$ cat config.mk
export PLATFORM = sky130hd
export DESIGN_NAME = rsspi_port
export DESIGN_NICKNAME = d
export VERILOG_FILES = /design/src/hw/rsspi_pkg.sv /design/src/hw/rsspi_port.sv
export SDC_FILE = /design/constraint.sdc
export NUM_CORES = 1
export LEC_CHECK = 0
export BUFFER_PORTS_ARGS = -buffer_cell sky130_fd_sc_hd__clkbuf_2
export CAP_MARGIN = 10
export CORE_MARGIN = 5
export CORE_UTILIZATION = 45
export CTS_CLUSTER_DIAMETER = 150
export CTS_CLUSTER_SIZE = 14
export DETAILED_ROUTE_END_ITERATION = 12
export PLACE_DENSITY_LB_ADDON = 0.2
export SYNTH_ARGS = -nofsm -noshare
export SYNTH_HDL_FRONTEND = slang
export SYNTH_SLANG_ARGS = --single-unit
$ cat constraint.sdc
create_clock -name clk_sys_in -period 6.5 [get_ports clk_sys_in]
set_clock_uncertainty 0.05 [all_clocks]
set_input_delay 1.95 -clock clk_sys_in [delete_from_list [all_inputs] [get_ports clk_sys_in]]
set_output_delay 1.95 -clock clk_sys_in [all_outputs]
set_load 0.01 [all_outputs]
$ cat src/hw/rsspi_pkg.sv
// Package with constants, types and opcodes of the rate sensor serial command port.
package rsspi_pkg;

   // Byte and sample widths, and the FIFO depth.
   localparam int unsigned BYTE_W   = 8;
   localparam int unsigned SAMPLE_W = 10;
   localparam int unsigned FIFO_D   = 4;

   // Command opcodes.
   localparam logic [7:0] READ_RATE_HIGH_CMD    = 8'h80;
   localparam logic [7:0] READ_RATE_LOW_CMD     = 8'h8f;
   localparam logic [7:0] READ_STATUS_CMD       = 8'hb4;
   localparam logic [7:0] FILTER_INIT_CMD       = 8'hc4;
   localparam logic [7:0] UNLOCK_STEP_ONE_CMD   = 8'h4e;
   localparam logic [7:0] UNLOCK_STEP_TWO_CMD   = 8'h63;
   localparam logic [7:0] UNLOCK_STEP_THREE_CMD = 8'h12;
   localparam logic [7:0] RELOCK_CMD            = 8'h55;
   localparam logic [7:0] PROCESSING_REENABLE_CMD = 8'haa;

   // Address bytes that the unlock steps demand.
   localparam logic [7:0] UNLOCK_ONE_ADDR   = 8'hd7;
   localparam logic [7:0] UNLOCK_TWO_ADDR   = 8'h50;
   localparam logic [7:0] UNLOCK_THREE_ADDR = 8'ha8;

   // Answers and fixed patterns.
   localparam logic [7:0] ERROR_BYTE     = 8'h80;
   localparam logic [5:0] LOW_BYTE_FIXED = 6'h15;
   localparam logic [7:0] STATUS_ONES    = 8'h01;

   // Status flag roles: recoverable, latching non-recoverable, live only, and error-signalling.
   localparam logic [7:0] FLAG_RECOVERABLE = 8'h82;
   localparam logic [7:0] FLAG_STICKY_FATAL = 8'h68;
   localparam logic [7:0] FLAG_LIVE_ONLY   = 8'h04;
   localparam logic [7:0] FLAG_ERROR_MASK  = 8'hee;

   // Reset values.
   localparam logic [7:0] HELD_RESP_RESET = ERROR_BYTE;

   // Link pins after synchronisation.
   typedef struct packed {
      logic sclk;
      logic load_n;
      logic mosi;
   } rsspi_pins_t;

   // Progress through the unlock sequence.
   typedef enum logic [1:0] {
      UNLK_IDLE,
      UNLK_ONE,
      UNLK_TWO
   } rsspi_unlock_t;

endpackage : rsspi_pkg

$ cat src/hw/rsspi_port.sv
// Sample FIFO and serial command port of the rate sensor.
`timescale 1ns/1ps

// Small FIFO between the rate datapath and the command port.
module rsspi_fifo #(
   parameter int unsigned WIDTH = 10,
   parameter int unsigned DEPTH = 4
) (
   // Clock and reset.
   input  wire logic             clk_sys_in,
   input  wire logic             reset_n_in,
   // Filling side.
   input  wire logic             in_valid_in,
   output logic                  in_ready_out,
   input  wire logic [WIDTH-1:0] in_data_in,
   // Draining side.
   output logic                  out_valid_out,
   input  wire logic             out_ready_in,
   output logic      [WIDTH-1:0] out_data_out
);
   localparam int unsigned PTR_W = (DEPTH > 1) ? $clog2(DEPTH) : 1;

   // Pointers wrap naturally only for a power-of-two depth.
   initial begin
      if (DEPTH < 2 || (DEPTH & (DEPTH - 1)) != 0 || WIDTH < 1) begin
         $error("rsspi_fifo: DEPTH must be a power of two of at least 2");
      end
   end

   logic [WIDTH-1:0] mem [DEPTH];
   logic [PTR_W-1:0] wr_ptr;
   logic [PTR_W-1:0] rd_ptr;
   logic [PTR_W:0]   count;
   logic             push;
   logic             pop;

   // Full and empty come straight from the fill count.
   assign in_ready_out  = (count != DEPTH[PTR_W:0]);
   assign out_valid_out = (count != '0);
   assign push          = in_valid_in && in_ready_out;
   assign pop           = out_valid_out && out_ready_in;
   assign out_data_out  = mem[rd_ptr];

   // Storage is written without reset; only the pointers and the count need a defined state.
   always_ff @(posedge clk_sys_in) begin
      if (push) begin
         mem[wr_ptr] <= in_data_in;
      end
   end

   // Pointer and count upkeep.
   always_ff @(posedge clk_sys_in) begin
      if (!reset_n_in) begin
         wr_ptr <= '0;
         rd_ptr <= '0;
         count  <= '0;
      end else begin
         if (push) begin
            wr_ptr <= wr_ptr + 1'b1;
         end
         if (pop) begin
            rd_ptr <= rd_ptr + 1'b1;
         end
         if (push && !pop) begin
            count <= count + 1'b1;
         end else if (pop && !push) begin
            count <= count - 1'b1;
         end
      end
   end

endmodule : rsspi_fifo

module rsspi_port #(
   parameter int unsigned FIFO_DEPTH = rsspi_pkg::FIFO_D
) (
   // Clock and reset.
   input  wire logic                              clk_sys_in,
   input  wire logic                              reset_n_in,
   // Serial link pins.
   input  wire logic                              sclk_in,
   input  wire logic                              load_n_in,
   input  wire logic                              mosi_in,
   output logic                                   miso_out,
   output logic                                   miso_oe_out,
   // Rate samples from the datapath.
   input  wire logic                              sample_valid_in,
   output logic                                   sample_ready_out,
   input  wire logic [rsspi_pkg::SAMPLE_W-1:0]    sample_data_in,
   // Monitor flags and start-up state.
   input  wire logic [rsspi_pkg::BYTE_W-1:0]      status_flags_in,
   input  wire logic                              startup_done_in,
   // Control outputs towards the datapath.
   output logic                                   filter_init_hold_out,
   output logic                                   processing_hold_out,
   output logic                                   lock_enabled_out
);
   initial begin
      if (FIFO_DEPTH < 2) begin
         $error("rsspi_port: FIFO_DEPTH must be at least 2");
      end
   end

   rsspi_pkg::rsspi_pins_t sync1;
   rsspi_pkg::rsspi_pins_t sync2;
   rsspi_pkg::rsspi_pins_t sync3;
   rsspi_pkg::rsspi_pins_t pins;
   rsspi_pkg::rsspi_pins_t next_pins;

   logic [7:0]  cmd_shift;
   logic [7:0]  out_shift;
   logic [3:0]  bit_count;
   logic [7:0]  addr_byte;
   logic [7:0]  held_resp;
   logic [7:0]  next_resp;
   logic [1:0]  low_bits;
   logic        low_err;
   logic        unlocked;
   logic [7:0]  sticky_err;
   logic [9:0]  cur_sample;
   logic        sclk_rise;
   logic        sclk_fall;
   logic        load_fall;
   logic        load_rise;
   logic        execute;
   logic        rate_err;
   logic [7:0]  status_byte;
   logic        fifo_valid;
   logic        fifo_drain;
   logic [9:0]  fifo_data;
   rsspi_pkg::rsspi_unlock_t unlock_step;

   // Three-stage synchronisers; the first stage feeds only the second.
   always_ff @(posedge clk_sys_in) begin
      if (!reset_n_in) begin
         sync1 <= '{sclk: 1'b0, load_n: 1'b1, mosi: 1'b0};
         sync2 <= '{sclk: 1'b0, load_n: 1'b1, mosi: 1'b0};
         sync3 <= '{sclk: 1'b0, load_n: 1'b1, mosi: 1'b0};
      end else begin
         sync1 <= '{sclk: sclk_in, load_n: load_n_in, mosi: mosi_in};
         sync2 <= sync1;
         sync3 <= sync2;
      end
   end

   // A pin level is accepted only once stages two and three agree, which rejects a single glitch.
   always_comb begin
      next_pins = pins;
      if (sync2.sclk == sync3.sclk) begin
         next_pins.sclk = sync2.sclk;
      end
      if (sync2.load_n == sync3.load_n) begin
         next_pins.load_n = sync2.load_n;
      end
      if (sync2.mosi == sync3.mosi) begin
         next_pins.mosi = sync2.mosi;
      end
   end

   // Filtered pin levels.
   always_ff @(posedge clk_sys_in) begin
      if (!reset_n_in) begin
         pins <= '{sclk: 1'b0, load_n: 1'b1, mosi: 1'b0};
      end else begin
         pins <= next_pins;
      end
   end

   // Edge events, each one system cycle long.
   assign sclk_rise = next_pins.sclk && !pins.sclk && !pins.load_n;
   assign sclk_fall = !next_pins.sclk && pins.sclk && !pins.load_n;
   assign load_fall = !next_pins.load_n && pins.load_n;
   assign load_rise = next_pins.load_n && !pins.load_n;
   assign execute   = load_rise && (bit_count >= 4'd8);

   // Command shift register and bit counter; the count saturates so long frames still execute.
   always_ff @(posedge clk_sys_in) begin
      if (!reset_n_in) begin
         cmd_shift <= 8'h00;
         bit_count <= 4'h0;
      end else if (load_fall) begin
         bit_count <= 4'h0;
      end else if (sclk_rise) begin
         cmd_shift <= {cmd_shift[6:0], next_pins.mosi};
         if (bit_count != 4'd8) begin
            bit_count <= bit_count + 4'h1;
         end
      end
   end

   // Output shifter: loaded at select fall, advanced on each clock fall.
   always_ff @(posedge clk_sys_in) begin
      if (!reset_n_in) begin
         out_shift <= rsspi_pkg::HELD_RESP_RESET;
      end else if (load_fall) begin
         out_shift <= held_resp;
      end else if (sclk_fall) begin
         out_shift <= {out_shift[6:0], 1'b0};
      end
   end

   // Pin drive; the enable tracks the filtered select, so it lags the pin by the sync delay.
   assign miso_out    = out_shift[7];
   assign miso_oe_out = !pins.load_n;

   // The last full byte is kept as the address for the command that follows.
   always_ff @(posedge clk_sys_in) begin
      if (!reset_n_in) begin
         addr_byte <= 8'h00;
      end else if (execute) begin
         addr_byte <= cmd_shift;
      end
   end

   // Sample stream buffer; draining stops during a frame or while processing is held.
   rsspi_fifo #(
      .WIDTH (rsspi_pkg::SAMPLE_W),
      .DEPTH (FIFO_DEPTH)
   ) u_fifo (
      .clk_sys_in    (clk_sys_in),
      .reset_n_in    (reset_n_in),
      .in_valid_in   (sample_valid_in),
      .in_ready_out  (sample_ready_out),
      .in_data_in    (sample_data_in),
      .out_valid_out (fifo_valid),
      .out_ready_in  (fifo_drain),
      .out_data_out  (fifo_data)
   );

   assign fifo_drain = pins.load_n && !processing_hold_out;

   // Current two's-complement sample, one LSB per degree per second.
   always_ff @(posedge clk_sys_in) begin
      if (!reset_n_in) begin
         cur_sample <= 10'h000;
      end else if (fifo_valid && fifo_drain) begin
         cur_sample <= fifo_data;
      end
   end

   // Latched monitor errors; nothing latches while unlocked or during start-up.
   always_ff @(posedge clk_sys_in) begin
      if (!reset_n_in) begin
         sticky_err <= 8'h00;
      end else begin
         for (int i = 0; i < 8; i++) begin
            if (!unlocked && startup_done_in && !status_flags_in[i] &&
                (rsspi_pkg::FLAG_RECOVERABLE[i] || rsspi_pkg::FLAG_STICKY_FATAL[i])) begin
               sticky_err[i] <= 1'b1;
            end else if (execute && cmd_shift == rsspi_pkg::PROCESSING_REENABLE_CMD &&
                         unlocked && rsspi_pkg::FLAG_RECOVERABLE[i]) begin
               sticky_err[i] <= 1'b0;
            end
         end
      end
   end

   assign processing_hold_out = (sticky_err != 8'h00);

   // Readout is invalid during start-up, on any latched error, or on a live zero flag within FLAG_ERROR_MASK.
   assign rate_err = !startup_done_in || processing_hold_out ||
                     ((~status_flags_in & rsspi_pkg::FLAG_ERROR_MASK) != 8'h00);
   assign status_byte = status_flags_in | rsspi_pkg::STATUS_ONES;

   // Unlock sequence: stray non-opcode bytes are taken as addresses and leave the step alone.
   always_ff @(posedge clk_sys_in) begin
      if (!reset_n_in) begin
         unlock_step <= rsspi_pkg::UNLK_IDLE;
         unlocked    <= 1'b0;
      end else if (execute) begin
         unique case (cmd_shift)
            rsspi_pkg::UNLOCK_STEP_ONE_CMD: begin
               unlock_step <= (addr_byte == rsspi_pkg::UNLOCK_ONE_ADDR) ?
                              rsspi_pkg::UNLK_ONE : rsspi_pkg::UNLK_IDLE;
            end
            rsspi_pkg::UNLOCK_STEP_TWO_CMD: begin
               unlock_step <= (unlock_step == rsspi_pkg::UNLK_ONE &&
                               addr_byte == rsspi_pkg::UNLOCK_TWO_ADDR) ?
                              rsspi_pkg::UNLK_TWO : rsspi_pkg::UNLK_IDLE;
            end
            rsspi_pkg::UNLOCK_STEP_THREE_CMD: begin
               if (unlock_step == rsspi_pkg::UNLK_TWO &&
                   addr_byte == rsspi_pkg::UNLOCK_THREE_ADDR) begin
                  unlocked <= 1'b1;
               end
               unlock_step <= rsspi_pkg::UNLK_IDLE;
            end
            rsspi_pkg::RELOCK_CMD: begin
               unlocked    <= 1'b0;
               unlock_step <= rsspi_pkg::UNLK_IDLE;
            end
            rsspi_pkg::READ_RATE_HIGH_CMD,
            rsspi_pkg::READ_RATE_LOW_CMD,
            rsspi_pkg::READ_STATUS_CMD,
            rsspi_pkg::FILTER_INIT_CMD,
            rsspi_pkg::PROCESSING_REENABLE_CMD: begin
               unlock_step <= rsspi_pkg::UNLK_IDLE;
            end
            default: begin
               unlock_step <= unlock_step;
            end
         endcase
      end
   end

   assign lock_enabled_out = !unlocked;

   // Filter initialisation hold, honoured only while unlocked.
   always_ff @(posedge clk_sys_in) begin
      if (!reset_n_in) begin
         filter_init_hold_out <= 1'b0;
      end else if (execute && cmd_shift == rsspi_pkg::FILTER_INIT_CMD && unlocked) begin
         filter_init_hold_out <= (addr_byte != 8'h00);
      end
   end

   // Low bits of the sample are frozen by the high-byte read so a pair stays coherent.
   always_ff @(posedge clk_sys_in) begin
      if (!reset_n_in) begin
         low_bits <= 2'b00;
         low_err  <= 1'b1;
      end else if (execute && cmd_shift == rsspi_pkg::READ_RATE_HIGH_CMD) begin
         low_bits <= cur_sample[1:0];
         low_err  <= rate_err;
      end
   end

   // Answer for the command being executed.
   always_comb begin
      next_resp = rsspi_pkg::ERROR_BYTE;
      unique case (cmd_shift)
         rsspi_pkg::READ_RATE_HIGH_CMD: begin
            next_resp = rate_err ? rsspi_pkg::ERROR_BYTE : cur_sample[9:2];
         end
         rsspi_pkg::READ_RATE_LOW_CMD: begin
            next_resp = (rate_err || low_err) ? rsspi_pkg::ERROR_BYTE :
                        {rsspi_pkg::LOW_BYTE_FIXED, low_bits};
         end
         rsspi_pkg::READ_STATUS_CMD: begin
            next_resp = status_byte;
         end
         default: begin
            next_resp = rsspi_pkg::ERROR_BYTE;
         end
      endcase
   end

   // Held answer goes out in the next frame; reset leaves the error byte in it.
   always_ff @(posedge clk_sys_in) begin
      if (!reset_n_in) begin
         held_resp <= rsspi_pkg::HELD_RESP_RESET;
      end else if (execute) begin
         held_resp <= next_resp;
      end
   end

endmodule : rsspi_port

==> results_dict.tcl, run 1 <==
set metrics [dict create \
    holdWs_ns 0.359 \
    die_h_um 113 \
    grt_max_degree 55 \
    dr_wl_met3_um 459 \
    cts-resized-gates 0 \
    ys_seq_area_frac 0.570 \
    die_w_um 113 \
    setup_violations 0 \
    setup_tns_ns 0 \
    postCtsSetupRepairBufs 0 \
    clk_path_buf_depth 2 \
    crit_buf_inv 1 \
    placementRows 37 \
    cp-startpoint "sticky_err[7]" \
    worst-slew-pin-transition_ns 0.958 \
    fin_nets 508 \
    numPortBuffers 29 \
    cts_max_level 4 \
    clock-root-buffer "clkbuf_8" \
    status "completed" \
    path_cells "nor3_1, nand2_1, clkbuf_2" \
    layout_common_cells "dfxtp_1, nand2_1, nor2_1" \
    antenna_cells 0 \
    synthFlopType "dfxtp_1" \
    cts_tree "yes" \
    syn_area_sq_um 4810 \
    topRoutingLayerUsed "met4" \
    max-vdd-ir-drop_mv 0.293 \
    rr_startpoint "sticky_err[7]" \
    start_util 0.464 \
    crit_required_ns 4.50 \
    final.min_clock_period_ns 3.38 \
    maxSlewViolCount 0 \
    cts_buffers 17 \
    crit_arrival_ns 1.38 \
    internal_power_mw 1.51 \
    grt_pass1_wl_um 16400 \
    synth-edff-count 40 \
    critPathCaptureType "primary output" \
    clkTransAtPathRegs_ns 0.06 \
    seq_power_share 0.436 \
    coreArea_sq_um 10400 \
    clock-sinks 117 \
    met1_length_um 4180 \
    endpoint "processing_hold_out" \
    postRouteAntennaNets 0 \
    syn_inst 449 \
    worstHoldPathCells 1 \
    nFillCells 898 \
    r2r_cells 8 \
    cp_max_fo 3 \
    final_common_cell "dfxtp_1" \
    firstDrtPassIters 4 \
    final_hold_viol_count 0 \
    power_leakage_nw 2.07 \
    die_area_sq_um 12900 \
    vias 3390 \
    combPwrFrac 0.105 \
    critPathSlowestCell "dfxtp_1" \
    dpl_worst_slack_ns 2.86 \
    yosys_warnings 0 \
    wl_um 9620 \
    area_growth_pct 16.9 \
    drive_gt1_frac 0.158 \
    vias_per_cell 5.43 \
    drcViolationCount 0 \
    fin_util 0.542 \
    routedWlPerCell_um 15.4 \
    hold_class "reg -> reg" \
    power_frac_clock 0.458 \
    powerDensity_nw_per_um2 353 \
    syn_nets 482 \
    max_stage_delay_ns 0.31 \
    p_sw_frac 0.239 \
    start_kind "flop" \
    met2WireLength_um 4880 \
    p_sw_mw 0.474 \
    layout_setup_ws_ns 3.12 \
    grt-ovfl-total 0 \
    syn_avg_cell_area_sq_um 10.7 \
    yosys_register_bits 117 \
    reg2reg_to "u_fifo.count[2]" \
    critPathTopFamily "simple AND/OR/NAND/NOR gates" \
    place_hpwl_um 6330 \
    drt_iter0_drc 205 \
    r2r_slack_ns 3.68 \
    gp_congestion 0.839 \
    antenna_found_initial 0 \
    first_global_vias 3340 \
    criticalPathCategory "reg -> out" \
    ys_types 48 \
    timing.max_cap.violations 0 \
    rsz0062_at_grt "false" \
    cts_hold_buf 0 \
    io_pins 31 \
    clk_latency_ns 0.51 \
    path_depth 3 \
    synthArstFlopShare 0 \
    grt_use_total 0.163 \
    fin_crit_sh 0.520 \
    slew_headroom 0.360 \
    clock.fmax_ghz 0.296 \
]
[cell usage after synthesis, types with 10 or more instances]
cell,instances,area share
dfxtp_1,77,0.32
nand2_1,58,0.045
nor2_1,50,0.039
edfxtp_1,40,0.25
a21oi_1,30,0.031
mux2i_1,18,0.037
o21ai_0,16,0.017
clkbuf_1,15,0.012
and2_1,10,0.013
mux4_2,10,0.047
nand4_1,10,0.013
nor3_1,10,0.010
[state kept, by name, summed over array words and instances, names as in the netlist]
| register | count |
|---|---|
| u_fifo.wr_ptr | 2 |
| unlock_step | 2 |
| u_fifo.rd_ptr | 2 |
| sticky_err | 5 |
| low_err | 1 |
| cur_sample | 10 |
| sync1 | 3 |
| unlocked | 1 |
| filter_init_hold_out | 1 |
| cmd_shift | 8 |
| held_resp | 8 |
| sync2 | 3 |
| pins | 3 |
| u_fifo.mem | 40 |
| sync3 | 3 |
| addr_byte | 8 |
| u_fifo.count | 3 |
| low_bits | 2 |
| bit_count | 4 |
| out_shift | 8 |
[how the worst min path moves through the flow]
stage | start | endpoint | slack (ns)
detailed placement | sync1[1] | sync2[1] | 0.35
global placement | sync1[1] | sync2[1] | 0.35
CTS | sync1[1] | sync2[1] | 0.36
global route | sync1[1] | sync2[1] | 0.40
floorplan | sync1[1] | sync2[1] | 0.34
finish | sync1[1] | sync2[1] | 0.36
[stage by stage]
stage               total power [mW]  std cells  cell area (sq um)
floorplan                       1.04        449               4810
global placement                1.08        592               5040
detailed placement              1.09        592               5040
CTS                             2.01        624               5630
global route                    2.08        624               5630
finish                          1.98        624               5630
[layout make-up]
cell class | instances | area [sq um] | area share
Sequential cell | 117 | 2740 | 0.488
Multi-Input combinational cell | 300 | 1940 | 0.345
Clock buffer | 21 | 464 | 0.0825
Tap cell | 136 | 170 | 0.0302
Timing Repair Buffer | 29 | 145 | 0.0258
Clock inverter | 11 | 123 | 0.0218
Inverter | 10 | 37.5 | 0.00667
[layer usage]
layer | up-vias | global-route usage
met3 | 8 | 0.0531
met2 | 74 | 0.268
met4 | 0 | 0.0665
li1 | 1677 | -
met1 | 1631 | 0.197
met5 | - | 0
[logic make-up after synthesis]
family | after synthesis | synth area share
AND/OR/NAND/NOR | 185 | 0.194
flip-flops | 117 | 0.570
AO/OA/AOI/OAI | 70 | 0.0863
buffers and inverters | 32 | 0.0265
multiplexers | 28 | 0.0842
adder cells (fa/ha/maj) | 9 | 0.0244
XOR/XNOR | 8 | 0.0146
[power groups by stage]
stage / clock (mW) / sequential, mW / combinational (mW)
after floorplan: 0 / 0.857 / 0.180
after global placement: 0 / 0.878 / 0.207
after detailed placement: 0 / 0.882 / 0.212
after CTS: 0.925 / 0.868 / 0.214
after global routing: 0.963 / 0.876 / 0.237
final: 0.909 / 0.866 / 0.209
No activity file was read; power rests on OpenSTA's default activity.
==> run 2, diff against run 1 <==
clock period = 2.9 ns   (was 6.5 ns; I/O delays follow)
==> run 2 against run 1 <==
Effect of this change: design area rose by 1.5%; critical path depth rose by 5; setup slack got worse by 2.5 ns; sequential cell count unchanged; sequential power is 120% higher; clock-buffer cell count decreased by 4; hold slack got worse by 0.00092 ns; via count fell by 0.18%; combinational power rose by 130%; die area is the same; total power up 130%.
==> results_dict.tcl, run 2 (synthesis results as in run 1) <==
set metrics [dict create \
    postCtsSetupRepairBufs 0 \
    drt_iter0_drc 173 \
    cp_max_fo 4 \
    postRouteAntennaNets 0 \
    area_growth_pct 18.6 \
    cts_max_level 4 \
    crit_arrival_ns 2.68 \
    vias 3384 \
    worstHoldPathCells 1 \
    numPortBuffers 29 \
    clk_latency_ns 0.51 \
    clock.fmax_ghz 0.435 \
    vias_per_cell 5.37 \
    clock-root-buffer "clkbuf_8" \
    antenna_found_initial 0 \
    io_pins 31 \
    placementRows 37 \
    path_cells "or3_1, nand4_1, ha_1, inv_1, fa_1, xor2_1, or3_1, a21oi_1" \
    hp-start "sync1[1]" \
    holdWs_ns 0.358 \
    critPathCaptureType "flop" \
    final_common_cell "dfxtp_1" \
    dpl_worst_slack_ns 0.340 \
    dpl.cell_count 598 \
    placed_area_sq_um 5080 \
    coreArea_sq_um 10400 \
    status "completed" \
    critPathSlowestCell "or3_1" \
    clk_path_buf_depth 2 \
    die_area_sq_um 12900 \
    setup_tns_ns 0 \
    power_leakage_nw 2.10 \
    cts_hold_buf 0 \
    max_stage_delay_ns 0.39 \
    clkTransAtPathRegs_ns 0.06 \
    rr_startpoint "u_fifo.count[0]" \
    largest_register "u_fifo.mem" \
    r2r_cells 8 \
    fin_crit_sh 0.794 \
    antenna_cells 0 \
    largest_reg_flops 40 \
    clock-sinks 117 \
    worst-slew-pin-transition_ns 0.711 \
    layout_common_cells "dfxtp_1, nand2_1, nor2_1" \
    finalPower_mw 4.62 \
    start_kind "flop" \
    layout_setup_ws_ns 0.599 \
    rsz0062_at_grt "false" \
    maxSlewViolCount 0 \
    final_hold_viol_count 0 \
    reg_top3 "u_fifo.mem: 40 flops, cur_sample: 10 flops" \
    grt-ovfl-total 0 \
    max-vdd-ir-drop_mv 0.471 \
    routedWlPerCell_um 15.8 \
    slew_headroom 0.526 \
    timing.max_cap.violations 0 \
    place_hpwl_um 6660 \
    layoutNonFillerInstCount 630 \
    crit_top_cell "or3_1" \
    fin_util 0.551 \
    die_h_um 113 \
    wl_um 9970 \
    grt_max_degree 38 \
    stdcell_area_sq_um 5710 \
    drive_gt1_frac 0.166 \
    crit_required_ns 3.28 \
    firstDrtPassIters 4 \
    cts_tree "yes" \
    cp-startpoint "u_fifo.count[0]" \
    fin_nets 514 \
    die_w_um 113 \
    start_util 0.464 \
    criticalPathCategory "reg -> reg" \
    cts-resized-gates 0 \
    grt_use_total 0.167 \
    r2r_slack_ns 0.60 \
    reg2reg_to "u_fifo.count[2]" \
    final.min_clock_period_ns 2.30 \
    setup_violations 0 \
    first_global_vias 3523 \
    drcViolationCount 0 \
    min_to "sync2[1]" \
    powerDensity_nw_per_um2 810 \
    hold_class "reg -> reg" \
    grt_pass1_wl_um 16800 \
    cts_buffers 17 \
    gp_congestion 0.830 \
]
## run 2: changes by cell type in the layout (fill, tap and decap cells not counted)
cell        change
buf_4           +6
bufinv_16       +3
clkinv_1        +2
clkinvlp_4      +2
clkbuf_1        -1
clkbuf_16       -1
clkbuf_4        -1
clkbuf_8        -1
clkinv_4        -1
inv_4           -1
inv_6           -1
## run 2: routing by layer
metal,GRT usage,vias to the layer above,part of all wire
met2,0.290,66,0.52
met3,0.0589,19,0.045
li1,-,1682,-
met1,0.190,1617,0.41
met5,0,-,0
met4,0.0601,0,0.019
## run 2: worst max-delay path: cells and delay by family, from the launching register on
kind / cells / cell delay, ns
AND/OR/NAND/NOR: 3 / 0.85
AO/OA/AOI/OAI: 1 / 0.14
XOR/XNOR: 1 / 0.18
buffers and inverters: 1 / 0.06
adder cells (fa/ha/maj): 2 / 0.59
flip-flops: 1 / 0.35
## run 2: how the worst max path moves through the flow
stage               slack (ns)                   to
floorplan                 0.43      u_fifo.count[2]
global placement          0.38      u_fifo.count[2]
detailed placement        0.34      u_fifo.count[2]
CTS                       0.58  processing_hold_out
global route              0.47      u_fifo.count[2]
finish                    0.60      u_fifo.count[2]
## run 2: area by class of cell
| class | count | area [sq um] |
|---|---|---|
| Sequential cell | 117 | 2740 |
| Inverter | 10 | 37.5 |
| Multi-Input combinational cell | 300 | 1940 |
| Fill cell | 925 | 4660 |
| Clock buffer | 17 | 414 |
| Clock inverter | 15 | 211 |
| Tap cell | 136 | 170 |
| Timing Repair Buffer | 35 | 190 |
## run 2: power breakdown
part | total [mW] | switching [mW] | leakage (nW) | internal [mW]
sequential | 1.94 | 0.0985 | 0.992 | 1.84
clock | 2.20 | 0.732 | 0.295 | 1.47
combinational | 0.482 | 0.240 | 0.816 | 0.242
total | 4.62 | 1.07 | 2.10 | 3.55
==> run 3, diff against run 2 <==
ABC_AREA = 1   (was default)
clock period = 2.2 ns   (was 2.9 ns; I/O delays follow)
==> run 3 against run 2 <==
Effect of this change: combinational power up 31%; utilization down 0.42 points; die area up 2.7%; sequential share of layout area decreased by 1.7 points; clock power grew 24%; sequential cell count unchanged; synthesized cell count rose by 27%; sequential power up 30%; first-iteration DRC count rose by 16%; synthesized area is 3.0% higher; setup slack worse by 0.43 ns; largest cell class unchanged.
==> results_dict.tcl, run 3 <==
set metrics [dict create \
    status "completed" \
    syn_avg_cell_area_sq_um 8.67 \
    slew_headroom 0.647 \
    vias 3859 \
    critPathCaptureType "primary output" \
    finalPower_mw 5.89 \
    synthFlopType "dfxtp_1" \
    start_kind "flop" \
    dpl.cell_count 735 \
    cts_tree "yes" \
    routedWlPerCell_um 13.3 \
    criticalPathCategory "reg -> out" \
    powerDensity_nw_per_um2 994 \
    clock-root-buffer "clkbuf_8" \
    cts_buffers 17 \
    layoutNonFillerInstCount 767 \
    ys_types 39 \
    numPortBuffers 29 \
    fin_crit_sh 0.925 \
    netlist.area_leader.share 0.311 \
    die_w_um 115 \
    syn_nets 605 \
    grt_max_degree 42 \
    worstHoldPathCells 3 \
    coreArea_sq_um 10800 \
    vias_per_cell 5.03 \
    gp_congestion 0.856 \
    reg2reg_to "u_fifo.count[2]" \
    grt-ovfl-total 0 \
    final.min_clock_period_ns 2.04 \
    worst-slew-pin-transition_ns 0.528 \
    syn_area_sq_um 4960 \
    timing.max_cap.violations 0 \
    min_to "sync1[2]" \
    synth.area.top_cells "dfxtp_1, edfxtp_1, nand2_1" \
    hold_class "in -> reg" \
    nFillCells 956 \
    final_common_cell "nand2_1" \
    ys_seq_area_frac 0.553 \
    clock.fmax_ghz 0.491 \
    syn_inst 572 \
    synthArstFlopShare 0 \
    grt_pass1_wl_um 17700 \
    start_util 0.457 \
    synth-edff-count 40 \
    area_growth_pct 19.5 \
    crit_arrival_ns 1.33 \
    clk_latency_ns 0.52 \
    wl_um 10200 \
    clock-sinks 117 \
    placementRows 38 \
    r2r_slack_ns 0.19 \
    setup_tns_ns 0 \
    clk_path_buf_depth 2 \
    power_leakage_nw 2.34 \
    largest_register "u_fifo.mem" \
    maxSlewViolCount 0 \
    max-vdd-ir-drop_mv 0.845 \
    cp_max_fo 3 \
    setup_violations 0 \
    antenna_cells 0 \
    firstDrtPassIters 5 \
    placed_area_sq_um 5320 \
    grt_use_total 0.172 \
    synthTopCellsByCount "nand2_1, dfxtp_1, nor2_1" \
    r2r_cells 10 \
    layout_common_cells "nand2_1, dfxtp_1, nor2_1" \
    io_pins 31 \
    drive_gt1_frac 0.185 \
    drcViolationCount 0 \
    rr_startpoint "u_fifo.count[0]" \
    synth_top_area_cell "dfxtp_1" \
    fin_util 0.546 \
    largest_reg_flops 40 \
    crit_required_ns 1.49 \
    yosys_warnings 0 \
    final_hold_viol_count 0 \
    fin_nets 647 \
    die_h_um 115 \
    drt_iter0_drc 200 \
    stdcell_area_sq_um 5920 \
    yosysMostFrequentCell "nand2_1" \
    place_hpwl_um 6860 \
    die_area_sq_um 13200 \
    yosys_register_bits 117 \
    antenna_found_initial 0 \
    clkTransAtPathRegs_ns 0.06 \
    first_global_vias 3796 \
    cts_max_level 4 \
    reg_top3 "u_fifo.mem: 40 flops, cur_sample: 10 flops" \
    hp-start "sclk_in" \
    postRouteAntennaNets 0 \
]
[run 3: stage by stage]
| stage | hold slack (ns) | setup slack, ns |
|---|---|---|
| CTS | 0.251 | 0.0281 |
| floorplan | 0.340 | 0.208 |
| global route | 0.268 | -0.00000200 |
| finish | 0.276 | 0.164 |
| global placement | 0.348 | 0.0879 |
| detailed placement | 0.359 | 0.0530 |
[run 3: power breakdown]
group          leakage, nW  switching (mW)  total [mW]  internal, mW
Clock                0.278           0.994        2.73          1.73
Combinational         1.07           0.402       0.631         0.229
Sequential           0.993          0.0996        2.53          2.43
Total                 2.34            1.50        5.89          4.39
[run 3: timing repair]
| item | in CTS | in global routing |
|---|---|---|
| setup endpoints to repair | 0 | 2 |
| hold buffers | 0 | 0 |
| resized for setup | 0 | 2 |
| setup buffers | 0 | 0 |
[run 3: worst max-delay path by stage]
stage	cells after the start	from	slack [ns]	end
after floorplan	9	sample_valid_in	0.21	u_fifo.count[2]
after global placement	10	u_fifo.count[0]	0.09	u_fifo.count[2]
after detailed placement	10	u_fifo.count[0]	0.05	u_fifo.count[2]
after CTS	10	u_fifo.count[0]	0.03	u_fifo.count[2]
after global routing	9	sticky_err[6]	-0.000002	u_fifo.count[1]
final	3	sticky_err[6]	0.16	processing_hold_out
[run 3: layout make-up]
cell class,instances,area (sq um),area share
Clock buffer,18,418,0.0706
Clock inverter,14,178,0.0300
Inverter,59,221,0.0374
Sequential cell,117,2740,0.463
Tap cell,140,175,0.0296
Multi-Input combinational cell,376,1910,0.323
Timing Repair Buffer,43,275,0.0465
[run 3: logic make-up after synthesis]
kind of cell | count (synthesis) | share of synthesized area
and+or+nand+nor | 234 | 0.211
AOI/OAI and AO/OA | 133 | 0.149
DFF | 117 | 0.553
buffers and inverters | 79 | 0.0633
adders and majority gates | 8 | 0.0217
xor gates and xnor gates | 1 | 0.00177
[run 3: routing by layer]
| metal | vias up | GRT usage | wire [um] |
|---|---|---|---|
| li1 | 2008 | - | - |
| met4 | 0 | 0.0689 | 256 |
| met2 | 80 | 0.288 | 4980 |
| met1 | 1747 | 0.205 | 4580 |
| met5 | - | 0 | 0 |
| met3 | 24 | 0.0532 | 410 |
[run 3: critical path, stage by stage, from the launching register on]
cell      delay, ns
dfxtp_1        0.31
nor2_1         0.14
nand3_2        0.18
clkbuf_2       0.19
